===== src/byte_dp_cfg.svh =====
`ifndef BYTE_DP_CFG_SVH
`define BYTE_DP_CFG_SVH
// Byte lane selector codes from index bits 23-22
`define SEL_HI 2'h1
`define SEL_MID 2'h2
`define SEL_LO 2'h3
`define SEL_NONE 2'h0
// Field positions
`define SEL_MSB 23
`define SEL_LSB 22
// Condition code encoding
`define CC_ZERO 3'h4
`define CC_NEG 3'h2
`define CC_POS 3'h1
`define CC_RESET 3'h4
`define ACC_RESET 24'h000000
`define NUM_GREGS 6
`endif


===== src/byte_dp_pkg.sv =====
package byte_dp_pkg;
	typedef enum logic [3:0] {
		OP_NONE,
		extract_memory_byte,
		sign_extend_byte,
		zero_extend_byte,
		unsigned_compare_operand,
		negate_byte,
		or_operand_into_byte,
		absolute_byte,
		replace_memory_byte,
		query_byte_bits,
		subtract_operand_from_byte,
		store_low_byte,
		register_to_low_byte,
		load_operand_to_byte,
		load_memory_low_byte,
		xor_operand_with_byte
	} byte_op_t;
	typedef enum {ST_IDLE, ST_READ, ST_WRITE} dp_state_t;
endpackage


===== src/byte_processing_datapath.sv =====
// The plain strobed port and the register offsets were left to the implementer.
`timescale 1ns/10ps
`include "byte_dp_cfg.svh"
// How it works
// RULE1 - Extract word address is effective address plus extract index; bits 23-22 pick byte.
// RULE2 - Extract code 01 bits 23-16, 10 bits 15-8, 11 and 00 bits 7-0.
// RULE3 - Extract with final indexing adds named index before the extract index.
// RULE4 - Sign extend copies A7 into A23-A8; flags follow whole accumulator.
// RULE5 - Zero extend clears A23-A8; low byte and flags untouched.
// RULE6 - Unsigned compare of operand with low byte sets flags, changes no register.
// RULE7 - Negate low byte, keep upper bits, overflow on full-scale negative, byte flags.
// RULE8 - OR operand into low byte, keep upper bits, byte flags.
// RULE9 - Absolute value of low byte, overflow on full-scale negative, byte flags.
// RULE10 - Replace byte at address plus replace index; 01,10,11 select lanes, 00 nothing.
// RULE11 - Replace with final indexing ORs named index into replace index before add.
// RULE12 - Query ANDs operand with low byte, flags from result.
// RULE13 - Subtract signed operand from low byte, overflow on sign carry mismatch.
// RULE14 - Store byte overwrites memory bits 7-0, keeps 23-8.
// RULE15 - Register to byte copies low 8 bits into low byte, flags unchanged.
// RULE16 - Several selected source registers are ORed before the transfer.
// RULE17 - Load signed operand into low byte, keep upper bits, byte flags.
// RULE18 - Load memory bits 7-0 into low byte, keep upper bits, byte flags.
// RULE19 - XOR operand into low byte, keep upper bits, byte flags.
// RULE20 - Byte flags: negative if A7, zero if byte zero, else positive.
module byte_processing_datapath
	import byte_dp_pkg::*;
(
	// Clock and reset
	input wire logic clock_in,
	input wire logic reset_in,
	input wire logic enable_in,
	// Instruction from sequencer
	input wire logic start_in,
	input wire byte_op_t op_in,
	input wire logic [7:0] operand_in,
	input wire logic [23:0] effective_address_in,
	input wire logic final_index_in,
	input wire logic [23:0] named_index_in,
	input wire logic [23:0] extract_index_in,
	input wire logic [23:0] replace_index_in,
	input wire logic [5:0] source_register_select_in,
	input wire logic [23:0] gregs_in [`NUM_GREGS],
	// Accumulator load from sequencer
	input wire logic acc_load_in,
	input wire logic [23:0] acc_data_in,
	// Memory port
	output logic mem_read_out,
	output logic mem_write_out,
	output logic [23:0] mem_addr_out,
	output logic [23:0] mem_wdata_out,
	input wire logic mem_ready_in,
	input wire logic [23:0] mem_rdata_in,
	// Results
	output logic [23:0] acc_out,
	output logic [2:0] cond_out,
	output logic overflow_out,
	output logic busy_out,
	output logic done_out
);

	// ----------------------------------------
	// State
	// ----------------------------------------
	logic [23:0] acc_reg;
	logic [2:0] cond_reg;
	logic overflow_reg;
	dp_state_t state_reg;
	byte_op_t op_reg;
	logic [1:0] sel_reg;
	logic [23:0] addr_reg;
	logic [23:0] wdata_reg;
	logic done_reg;

	// Flag code from the sign and value of one byte
	function automatic logic [2:0] flags8(input logic [7:0] b);
		if (b[7]) begin
			return `CC_NEG; // see RULE20
		end else if (b == 8'h00) begin
			return `CC_ZERO;
		end else begin
			return `CC_POS;
		end
	endfunction

	// ----------------------------------------
	// Combinational byte arithmetic
	// ----------------------------------------
	logic [7:0] b;
	logic [7:0] neg_b;
	logic [8:0] diff;
	logic sub_ovf;
	logic [23:0] src_or;
	logic [23:0] ext_addr;
	logic [23:0] rep_addr;
	logic [1:0] ext_sel;
	logic [1:0] rep_sel;

	assign b = acc_reg[7:0];
	assign neg_b = 8'(~b + 8'h01);
	assign diff = 9'({1'b0, b} - {1'b0, operand_in});
	// Carry into sign differs from carry out
	assign sub_ovf = (b[7] ^ operand_in[7]) & (diff[7] ^ b[7]); // see RULE13

	// ----------------------------------------
	// Source register merge
	// ----------------------------------------
	// Select bits are unitary, so any mix of registers may be asked for
	logic [23:0] src_chain [`NUM_GREGS + 1];
	assign src_chain[0] = 24'h000000;
	for (genvar g = 0; g < `NUM_GREGS; g++) begin : g_src
		assign src_chain[g + 1] = source_register_select_in[g] ?
			(src_chain[g] | gregs_in[g]) : src_chain[g]; // see RULE16
	end
	assign src_or = src_chain[`NUM_GREGS];

	// ----------------------------------------
	// Address formation for the indexed byte operations
	// ----------------------------------------
	always_comb begin
		if (final_index_in) begin
			ext_addr = effective_address_in + named_index_in + extract_index_in; // see RULE3
			rep_addr = effective_address_in + (named_index_in | replace_index_in); // see RULE11
		end else begin
			ext_addr = effective_address_in + extract_index_in; // see RULE1
			rep_addr = effective_address_in + replace_index_in; // see RULE10
		end
		ext_sel = extract_index_in[`SEL_MSB:`SEL_LSB];
		rep_sel = final_index_in ? (named_index_in[`SEL_MSB:`SEL_LSB] |
			replace_index_in[`SEL_MSB:`SEL_LSB]) : replace_index_in[`SEL_MSB:`SEL_LSB];
	end

	// ----------------------------------------
	// Sequencing
	// ----------------------------------------
	logic go;
	// Requests that arrive while busy are dropped, not queued
	assign go = enable_in & start_in & (state_reg == ST_IDLE);

	always_ff @(posedge clock_in or posedge reset_in) begin
		if (reset_in) begin
			state_reg <= ST_IDLE;
			op_reg <= OP_NONE;
			sel_reg <= 2'h0;
			addr_reg <= 24'h000000;
		end else if (enable_in) begin
			case (state_reg)
				ST_IDLE: begin
					if (go) begin
						op_reg <= op_in;
						case (op_in)
							extract_memory_byte: begin
								addr_reg <= ext_addr;
								sel_reg <= ext_sel;
								state_reg <= ST_READ;
							end
							replace_memory_byte: begin
								addr_reg <= rep_addr;
								sel_reg <= rep_sel;
								// Code 00 performs no memory access
								if (rep_sel != `SEL_NONE) begin
									state_reg <= ST_READ;
								end
							end
							store_low_byte, load_memory_low_byte: begin
								addr_reg <= effective_address_in;
								state_reg <= ST_READ;
							end
							default: begin
							end
						endcase
					end
				end
				ST_READ: begin
					if (mem_ready_in) begin
						// Byte stores read first so the other lanes survive the write
						if (op_reg == replace_memory_byte || op_reg == store_low_byte) begin
							state_reg <= ST_WRITE;
						end else begin
							state_reg <= ST_IDLE;
						end
					end
				end
				ST_WRITE: begin
					if (mem_ready_in) begin
						state_reg <= ST_IDLE;
					end
				end
				default: state_reg <= ST_IDLE;
			endcase
		end
	end

	// ----------------------------------------
	// Read-modify-write data for the byte stores
	// ----------------------------------------
	always_ff @(posedge clock_in or posedge reset_in) begin
		if (reset_in) begin
			wdata_reg <= 24'h000000;
		end else if (enable_in && state_reg == ST_READ && mem_ready_in) begin
			wdata_reg <= mem_rdata_in;
			if (op_reg == store_low_byte) begin
				wdata_reg[7:0] <= b; // see RULE14
			end else if (op_reg == replace_memory_byte) begin
				case (sel_reg)
					`SEL_HI: wdata_reg[23:16] <= b; // see RULE10
					`SEL_MID: wdata_reg[15:8] <= b;
					`SEL_LO: wdata_reg[7:0] <= b;
					default: begin
					end
				endcase
			end
		end
	end

	// ----------------------------------------
	// Accumulator, condition and overflow
	// ----------------------------------------
	always_ff @(posedge clock_in or posedge reset_in) begin
		if (reset_in) begin
			acc_reg <= `ACC_RESET;
			cond_reg <= `CC_RESET;
			overflow_reg <= 1'b0;
		end else if (enable_in) begin
			// A load gives way to an operation taken in the same cycle
			if (acc_load_in && state_reg == ST_IDLE && !start_in) begin
				acc_reg <= acc_data_in;
			end else if (go) begin
				case (op_in)
					sign_extend_byte: begin
						acc_reg[23:8] <= {16{b[7]}}; // see RULE4
						cond_reg <= b[7] ? `CC_NEG : (b == 8'h00 ? `CC_ZERO : `CC_POS);
					end
					zero_extend_byte: acc_reg[23:8] <= 16'h0000; // see RULE5
					unsigned_compare_operand: begin
						// Flags only; accumulator is left alone
						if (b == operand_in) begin
							cond_reg <= `CC_ZERO; // see RULE6
						end else if (b < operand_in) begin
							cond_reg <= `CC_NEG;
						end else begin
							cond_reg <= `CC_POS;
						end
					end
					// Overflow is sticky; only reset clears it
					negate_byte: begin
						acc_reg[7:0] <= neg_b; // see RULE7
						cond_reg <= flags8(neg_b);
						overflow_reg <= overflow_reg | (b == 8'h80);
					end
					absolute_byte: begin
						acc_reg[7:0] <= b[7] ? neg_b : b; // see RULE9
						cond_reg <= flags8(b[7] ? neg_b : b);
						overflow_reg <= overflow_reg | (b == 8'h80);
					end
					or_operand_into_byte: begin
						acc_reg[7:0] <= b | operand_in; // see RULE8
						cond_reg <= flags8(b | operand_in);
					end
					query_byte_bits: cond_reg <= flags8(b & operand_in); // see RULE12
					subtract_operand_from_byte: begin
						acc_reg[7:0] <= diff[7:0]; // see RULE13
						cond_reg <= flags8(diff[7:0]);
						overflow_reg <= overflow_reg | sub_ovf;
					end
					register_to_low_byte: acc_reg[7:0] <= src_or[7:0]; // see RULE15
					load_operand_to_byte: begin
						acc_reg[7:0] <= operand_in; // see RULE17
						cond_reg <= flags8(operand_in);
					end
					xor_operand_with_byte: begin
						acc_reg[7:0] <= b ^ operand_in; // see RULE19
						cond_reg <= flags8(b ^ operand_in);
					end
					default: begin
					end
				endcase
			end else if (state_reg == ST_READ && mem_ready_in) begin
				if (op_reg == extract_memory_byte) begin
					case (sel_reg)
						`SEL_HI: begin
							acc_reg[7:0] <= mem_rdata_in[23:16]; // see RULE2
							cond_reg <= flags8(mem_rdata_in[23:16]);
						end
						`SEL_MID: begin
							acc_reg[7:0] <= mem_rdata_in[15:8];
							cond_reg <= flags8(mem_rdata_in[15:8]);
						end
						// Codes 11 and 00 both take the rightmost byte
						default: begin
							acc_reg[7:0] <= mem_rdata_in[7:0];
							cond_reg <= flags8(mem_rdata_in[7:0]);
						end
					endcase
				end else if (op_reg == load_memory_low_byte) begin
					acc_reg[7:0] <= mem_rdata_in[7:0]; // see RULE18
					cond_reg <= flags8(mem_rdata_in[7:0]);
				end
			end
		end
	end

	// ----------------------------------------
	// Completion
	// ----------------------------------------
	// Operations that finish without touching memory
	logic reg_only;
	logic last_access;
	always_comb begin
		case (op_in)
			extract_memory_byte, store_low_byte, load_memory_low_byte: reg_only = 1'b0;
			// Replace with code 00 is a no-op on memory and ends at once
			replace_memory_byte: reg_only = (rep_sel == `SEL_NONE);
			default: reg_only = 1'b1;
		endcase
	end
	// Reads end a load or extract; writes end a replace or store
	assign last_access = mem_ready_in & ((state_reg == ST_WRITE) | ((state_reg == ST_READ) &
		(op_reg != replace_memory_byte) & (op_reg != store_low_byte)));

	always_ff @(posedge clock_in or posedge reset_in) begin
		if (reset_in) begin
			done_reg <= 1'b0;
		end else if (enable_in) begin
			// One-cycle pulse; a low clock enable stretches it
			done_reg <= (go & reg_only) | last_access;
		end
	end

	// ----------------------------------------
	// Outputs
	// ----------------------------------------
	// Strobes stand until the memory answers ready
	assign mem_read_out = (state_reg == ST_READ);
	assign mem_write_out = (state_reg == ST_WRITE);
	assign mem_addr_out = addr_reg;
	assign mem_wdata_out = wdata_reg;
	assign acc_out = acc_reg;
	assign cond_out = cond_reg;
	assign overflow_out = overflow_reg;
	assign busy_out = (state_reg != ST_IDLE);
	assign done_out = done_reg;

endmodule


===== config.mk =====
export PLATFORM = sky130hd
export DESIGN_NAME = byte_processing_datapath
export DESIGN_NICKNAME = d
export VERILOG_FILES = /design/src/byte_dp_pkg.sv /design/src/byte_processing_datapath.sv
export VERILOG_INCLUDE_DIRS = /design/src
export SDC_FILE = /design/constraint.sdc
export NUM_CORES = 1
export LEC_CHECK = 0
export ABC_AREA = 1
export BUFFER_PORTS_ARGS = -buffer_cell sky130_fd_sc_hd__buf_2
export CORE_MARGIN = 3
export CORE_UTILIZATION = 50
export CTS_CLUSTER_DIAMETER = 120
export DETAILED_ROUTE_END_ITERATION = 10
export GPL_TIMING_DRIVEN = 0
export PLACE_DENSITY = 0.8
export SETUP_SLACK_MARGIN = 0.05
export SLEW_MARGIN = 25
export SYNTH_ARGS = -nofsm -noshare
export SYNTH_HDL_FRONTEND = slang
export SYNTH_SLANG_ARGS = --single-unit

===== constraint.sdc =====
create_clock -name clock_in -period 4.3 [get_ports clock_in]
set_input_delay 0.215 -clock clock_in [delete_from_list [all_inputs] [get_ports clock_in]]
set_output_delay 0.215 -clock clock_in [all_outputs]
set_load 0.01 [all_outputs]

==> metrics.yaml, run 1 <==
status: "complete, no violations"
hold_class: "in2reg"
crit_path_max_incr_delay_ns: 0.68
drt_iter0_drc: 1767
drive_gt1_share_pct: 16.2
fmax_mhz: 249
crit_slowest_cell: "buf_1"
r2r-start: "acc_out[4]"
crit_path_end_kind: "register"
rsz0062_at_grt: "no"
cts.clk_slew.worst_paths_ns: 0.08
dp_hpwl_mm: 43.6
met2_length_mm: 22.9
area_growth_syn_to_layout_pct: 18.4
io_buffers: 290
antenna_found_initial: 3
synthArstFlopShare_pct: 100
first_pass_iters: 7
syn_nets: 2360
synth_cell_types: 55
p_leak_nw: 7.52
ys_top_cells_by_area: "dfrtp_1, nand2_1, ha_1"
maxCapViolCount: 0
clock_latency_ns: 0.36
vias: 15160
fillCellCount: 2317
placementRows: 55
track_usage_pct: 38.8
synth-edff-count: 0
peakVddDrop_v: 0.000223
cts-root-buf: "clkbuf_16"
period_share_pct: 93.3
drc_errors: 0
finalSetupTns_ns: 0
detail_route.wl_per_cell_um: 20.2
tightestPinTransition_ns: 0.823
die_area_um2: 25400
yosys.area.top_type: "dfrtp_1"
synth_cells: 1922
fp.dieH_um: 159
ys_warn_count: 0
clock-sinks: 85
finalSetupViolations: 0
place_area_um2: 13600
io_pins: 393
die_w_um: 159
power.density_nw_per_um2: 394
drt-total-wl_mm: 51.5
cts_tree: "built"
maxSlewViolCount: 0
met1_length_mm: 20.9
netlist_area_um2: 11800
holdWs_ns: 0.144
yosys.area.top_type_share_pct: 17.9
cts_max_level: 3
final_common_cell: "nand2_1"
gp_congestion: 1.08
required_ns: 4.54
arrival_ns: 4.25
crit_start: "final_index_in"
ys_ff_latch: 85
crit_top_cell: "nand2_1"
avgViaCountPerCell: 5.95
skew_ns: 0.0146
postCtsSetupBuffers: 0
cts_max_path_buffers: 2
synth_seq_area_share_pct: 18.1
min_from: "acc_data_in[2]"
critPathKind: "in2reg"
cp-start-kind: "input port"
coreArea_um2: 22800
period_minus_slack_ns: 4.01
numCtsBuffers: 9
initial_core_util_pct: 51.5
ant_nets: 0
slew_headroom_pct: 45.1
grt_max_degree: 65
crit_chain: "buf_2 -> clkbuf_1 -> buf_1 -> buf_1 -> a21o_1 -> ha_1 -> a21oi_1 -> nand2_1 -> nand2_1 -> nand2_1 -> nand2_1 -> nand2_1 -> o21ai_0 -> nand2_1 -> a31oi_1 -> nor2_1"
first_global_vias: 13947
grt_first_pass_wirelength_mm: 78.2
nets: 2663
crit_fanout: 10
post_cts_resize_count: 0
maxUsedRoutingLayer: "met4"
report.final.hold_viol_count: 0
avgSynthCellArea_um2: 6.12
final_cell_mix: "nand2_1, buf_2, inv_1"
ys.flop_type: "dfrtp_1"
grt_overflow: 0
wl_met3_mm: 5.16
final_area_um2: 13900
Yosys cell counts, types with 24 or more instances:
| library cell | number |
|---|---|
| a21o_1 | 24 |
| a21oi_1 | 197 |
| clkbuf_1 | 26 |
| dfrtp_1 | 84 |
| fa_1 | 27 |
| ha_1 | 98 |
| inv_1 | 216 |
| nand2_1 | 548 |
| nand3_1 | 135 |
| nand4_1 | 66 |
| nor2_1 | 176 |
| nor3_1 | 26 |
| o21ai_0 | 116 |
power breakdown:
part / internal, mW / total [mW] / switching (mW)
Combinational: 1.14 / 3.24 / 2.10
Clock: 0.398 / 0.781 / 0.382
Sequential: 1.14 / 1.48 / 0.337
Total: 2.67 / 5.50 / 2.82
path summary, 6_finish.rpt:
| check | endpoint | slack, ns | cells after the start |
|---|---|---|---|
| setup / recovery | mem_addr_out[9] | 0.29 | 16 |
| hold / removal | acc_out[2] | 0.14 | 3 |
| setup reg to reg | cond_out[0] | 1.42 | 13 |
| hold reg to reg | overflow_out | 0.46 | 1 |
| max in group asynchronous | cond_out[2] | 3.28 | 4 |
| min in group asynchronous | mem_addr_out[18] | 0.38 | 3 |
worst max-delay path: cells and delay by family:
kind                     cells  cell delay (ns)
buffers and inverters        4             1.82
AO/OA/AOI/OAI                4             0.91
adder cells (fa/ha/maj)      1             0.35
AND/OR/NAND/NOR              7             0.94
routing by layer:
| metal | track usage, % | vias up |
|---|---|---|
| met4 | 16.0 | 0 |
| met3 | 7.02 | 151 |
| met5 | 0 | - |
| met2 | 63.4 | 929 |
| li1 | - | 7103 |
| met1 | 50.7 | 6977 |
what timing repair did:
| action | in CTS | in global routing |
|---|---|---|
| hold buffers | 1 | 0 |
| hold endpoints to repair | 21 | 0 |
| setup endpoints to repair | 0 | 0 |
metrics by stage:
stage	power, mW	std cells	util, %	setup slack, ns
after floorplan	3.36	1922	-	1.78
after global placement	4.56	2525	59.6	0.138
after detailed placement	4.62	2526	59.7	0.109
after CTS	5.41	2543	61.0	0.468
after global routing	5.88	2546	61.0	0.171
final	5.50	2546	61.0	0.290
area by class of cell:
class	count	area, um2	area share, %
Tap cell	313	392	2.81
Timing Repair Buffer	292	1490	10.7
Clock buffer	10	229	1.64
Buffer	46	206	1.48
Antenna cell	3	7.51	0.0539
Clock inverter	6	47.5	0.341
Sequential cell	85	2130	15.3
Inverter	232	876	6.29
Multi-Input combinational cell	1559	8560	61.4
logic make-up (layout without fill, tap and decap cells):
kind of cell             Yosys count  in the layout  share of synthesized area, %
adder cells (fa/ha/maj)          125            125                          15.0
XOR/XNOR                          11             11                         0.819
AND/OR/NAND/NOR                  984            984                          35.6
other                              0              3                             0
buffers and inverters            278            586                          9.16
flip-flops                        85             85                          18.1
AO/OA/AOI/OAI                    439            439                          21.3
Power figures use the tool's default switching activity.
==> run 2: changes to the inputs <==
--- a/config.mk
+++ b/config.mk
@@ -13,7 +13,7 @@
 export CTS_CLUSTER_DIAMETER = 120
 export DETAILED_ROUTE_END_ITERATION = 10
 export GPL_TIMING_DRIVEN = 0
-export PLACE_DENSITY = 0.8
+export PLACE_DENSITY = 0.87
 export SETUP_SLACK_MARGIN = 0.05
 export SLEW_MARGIN = 25
 export SYNTH_ARGS = -nofsm -noshare
==> metrics.yaml, run 2 (same netlist as run 1, synthesis figures left out) <==
vias: 15257
coreArea_um2: 22800
finalSetupTns_ns: 0
final_cell_mix: "nand2_1, buf_2, inv_1"
nets: 2663
drt_iter0_drc: 1934
cts-root-buf: "clkbuf_16"
io_buffers: 290
io_pins: 393
placementRows: 55
fmax_mhz: 249
first_pass_iters: 6
die_w_um: 159
fp.dieH_um: 159
cts_max_level: 3
required_ns: 4.56
avgViaCountPerCell: 6.00
holdWs_ns: 0.141
power.density_nw_per_um2: 394
numCtsBuffers: 9
cts_max_path_buffers: 2
diodes: 0
slew_headroom_pct: 43.6
drt-total-wl_mm: 52.7
drc_errors: 0
post_cts_resize_count: 0
cts_tree: "built"
tightestPinTransition_ns: 0.846
rsz0062_at_grt: "no"
antenna_found_initial: 0
skew_ns: 0.0164
ant_nets: 0
first_global_vias: 14055
crit_path_end_kind: "register"
clock_latency_ns: 0.36
fillCellCount: 2255
cts.clk_slew.worst_paths_ns: 0.08
area_growth_syn_to_layout_pct: 18.4
grt_overflow: 0
maxSlewViolCount: 0
crit_fanout: 10
detail_route.wl_per_cell_um: 20.7
track_usage_pct: 39.8
period_minus_slack_ns: 4.02
initial_core_util_pct: 51.5
finalSetupViolations: 0
period_share_pct: 93.5
grt_first_pass_wirelength_mm: 79.8
clock-sinks: 85
arrival_ns: 4.28
dp_hpwl_mm: 44.3
die_area_um2: 25400
p_leak_nw: 7.51
cp-start-kind: "input port"
peakVddDrop_v: 0.000194
status: "complete, no violations"
drive_gt1_share_pct: 16.2
gp_congestion: 1.03
critPathKind: "in2reg"
grt_max_degree: 62
report.final.hold_viol_count: 0
final_common_cell: "nand2_1"
hold_class: "in2reg"
maxCapViolCount: 0
-- run 2: cell count changes in the layout (fill, tap and decap cells not counted), sizes merged --
cell,before,now
clkinvlp,1,3
clkbuf,36,35
diode,3,0
clkinv,5,4
-- run 2: area by class of cell --
cell class | count | area (um2) | area share (%)
Clock buffer | 9 | 225 | 1.62
Timing Repair Buffer | 292 | 1490 | 10.7
Tap cell | 313 | 392 | 2.81
Multi-Input combinational cell | 1559 | 8560 | 61.5
Inverter | 232 | 876 | 6.29
Buffer | 46 | 206 | 1.48
Sequential cell | 85 | 2130 | 15.3
Clock inverter | 7 | 50.0 | 0.359
-- run 2: path summary, 6_finish.rpt --
path	start	slack, ns	depth (start not counted)	end
max in group asynchronous	reset_in	3.27	4	cond_out[2]
worst min-delay path	acc_data_in[2]	0.14	3	acc_out[2]
min in group asynchronous	reset_in	0.37	3	mem_addr_out[15]
worst max-delay path	final_index_in	0.28	18	mem_addr_out[14]
worst max register to register	acc_out[4]	1.57	13	cond_out[0]
worst min register to register	overflow_out	0.48	1	overflow_out
-- run 2: repair_timing --
item                                    in CTS  in global routing
endpoints found under the setup margin       0                  0
hold buffers                                 1                  0
setup buffers                                0                  0
hold endpoints to repair                    24                  0
-- run 2: through the flow --
step	utilization [%]	worst slack (ns)	area [um2]	power [mW]	std cells
after floorplan	-	1.78	11800	3.36	1922
after global placement	59.6	0.0907	13600	4.54	2525
after detailed placement	59.7	0.0978	13600	4.61	2526
after CTS	61.0	0.470	13900	5.41	2543
after global routing	61.0	0.215	13900	5.87	2543
final	61.0	0.280	13900	5.49	2543
-- run 2: metal layers --
metal	share of wire [%]	global-route usage (%)	vias to the layer above
met3	10	7.05	172
met1	40	52.8	6949
met2	45	64.1	1043
met5	0	0	-
li1	-	-	7093
met4	4.9	16.7	0
-- run 2: power by group --
part / internal, mW / leakage [nW] / total (mW) / switching (mW)
Sequential: 1.14 / 1.02 / 1.46 / 0.317
Combinational: 1.14 / 6.37 / 3.24 / 2.10
Clock: 0.395 / 0.128 / 0.792 / 0.397
Total: 2.67 / 7.51 / 5.49 / 2.82
-- run 2: critical path, cell delays in order --
cell and delay, ns:
buf_2 0.16, clkbuf_1 0.45, buf_1 0.51, buf_1 0.67, a21o_1 0.31, ha_1 0.33, a21oi_1 0.23, nand2_1 0.19
nand3_1 0.11, nand2_1 0.15, nand3_1 0.15, nand3_1 0.08, nand2_1 0.06, nor2_1 0.08, a21oi_1 0.24, nand2_1 0.18
nand2_1 0.09, nand2_1 0.05
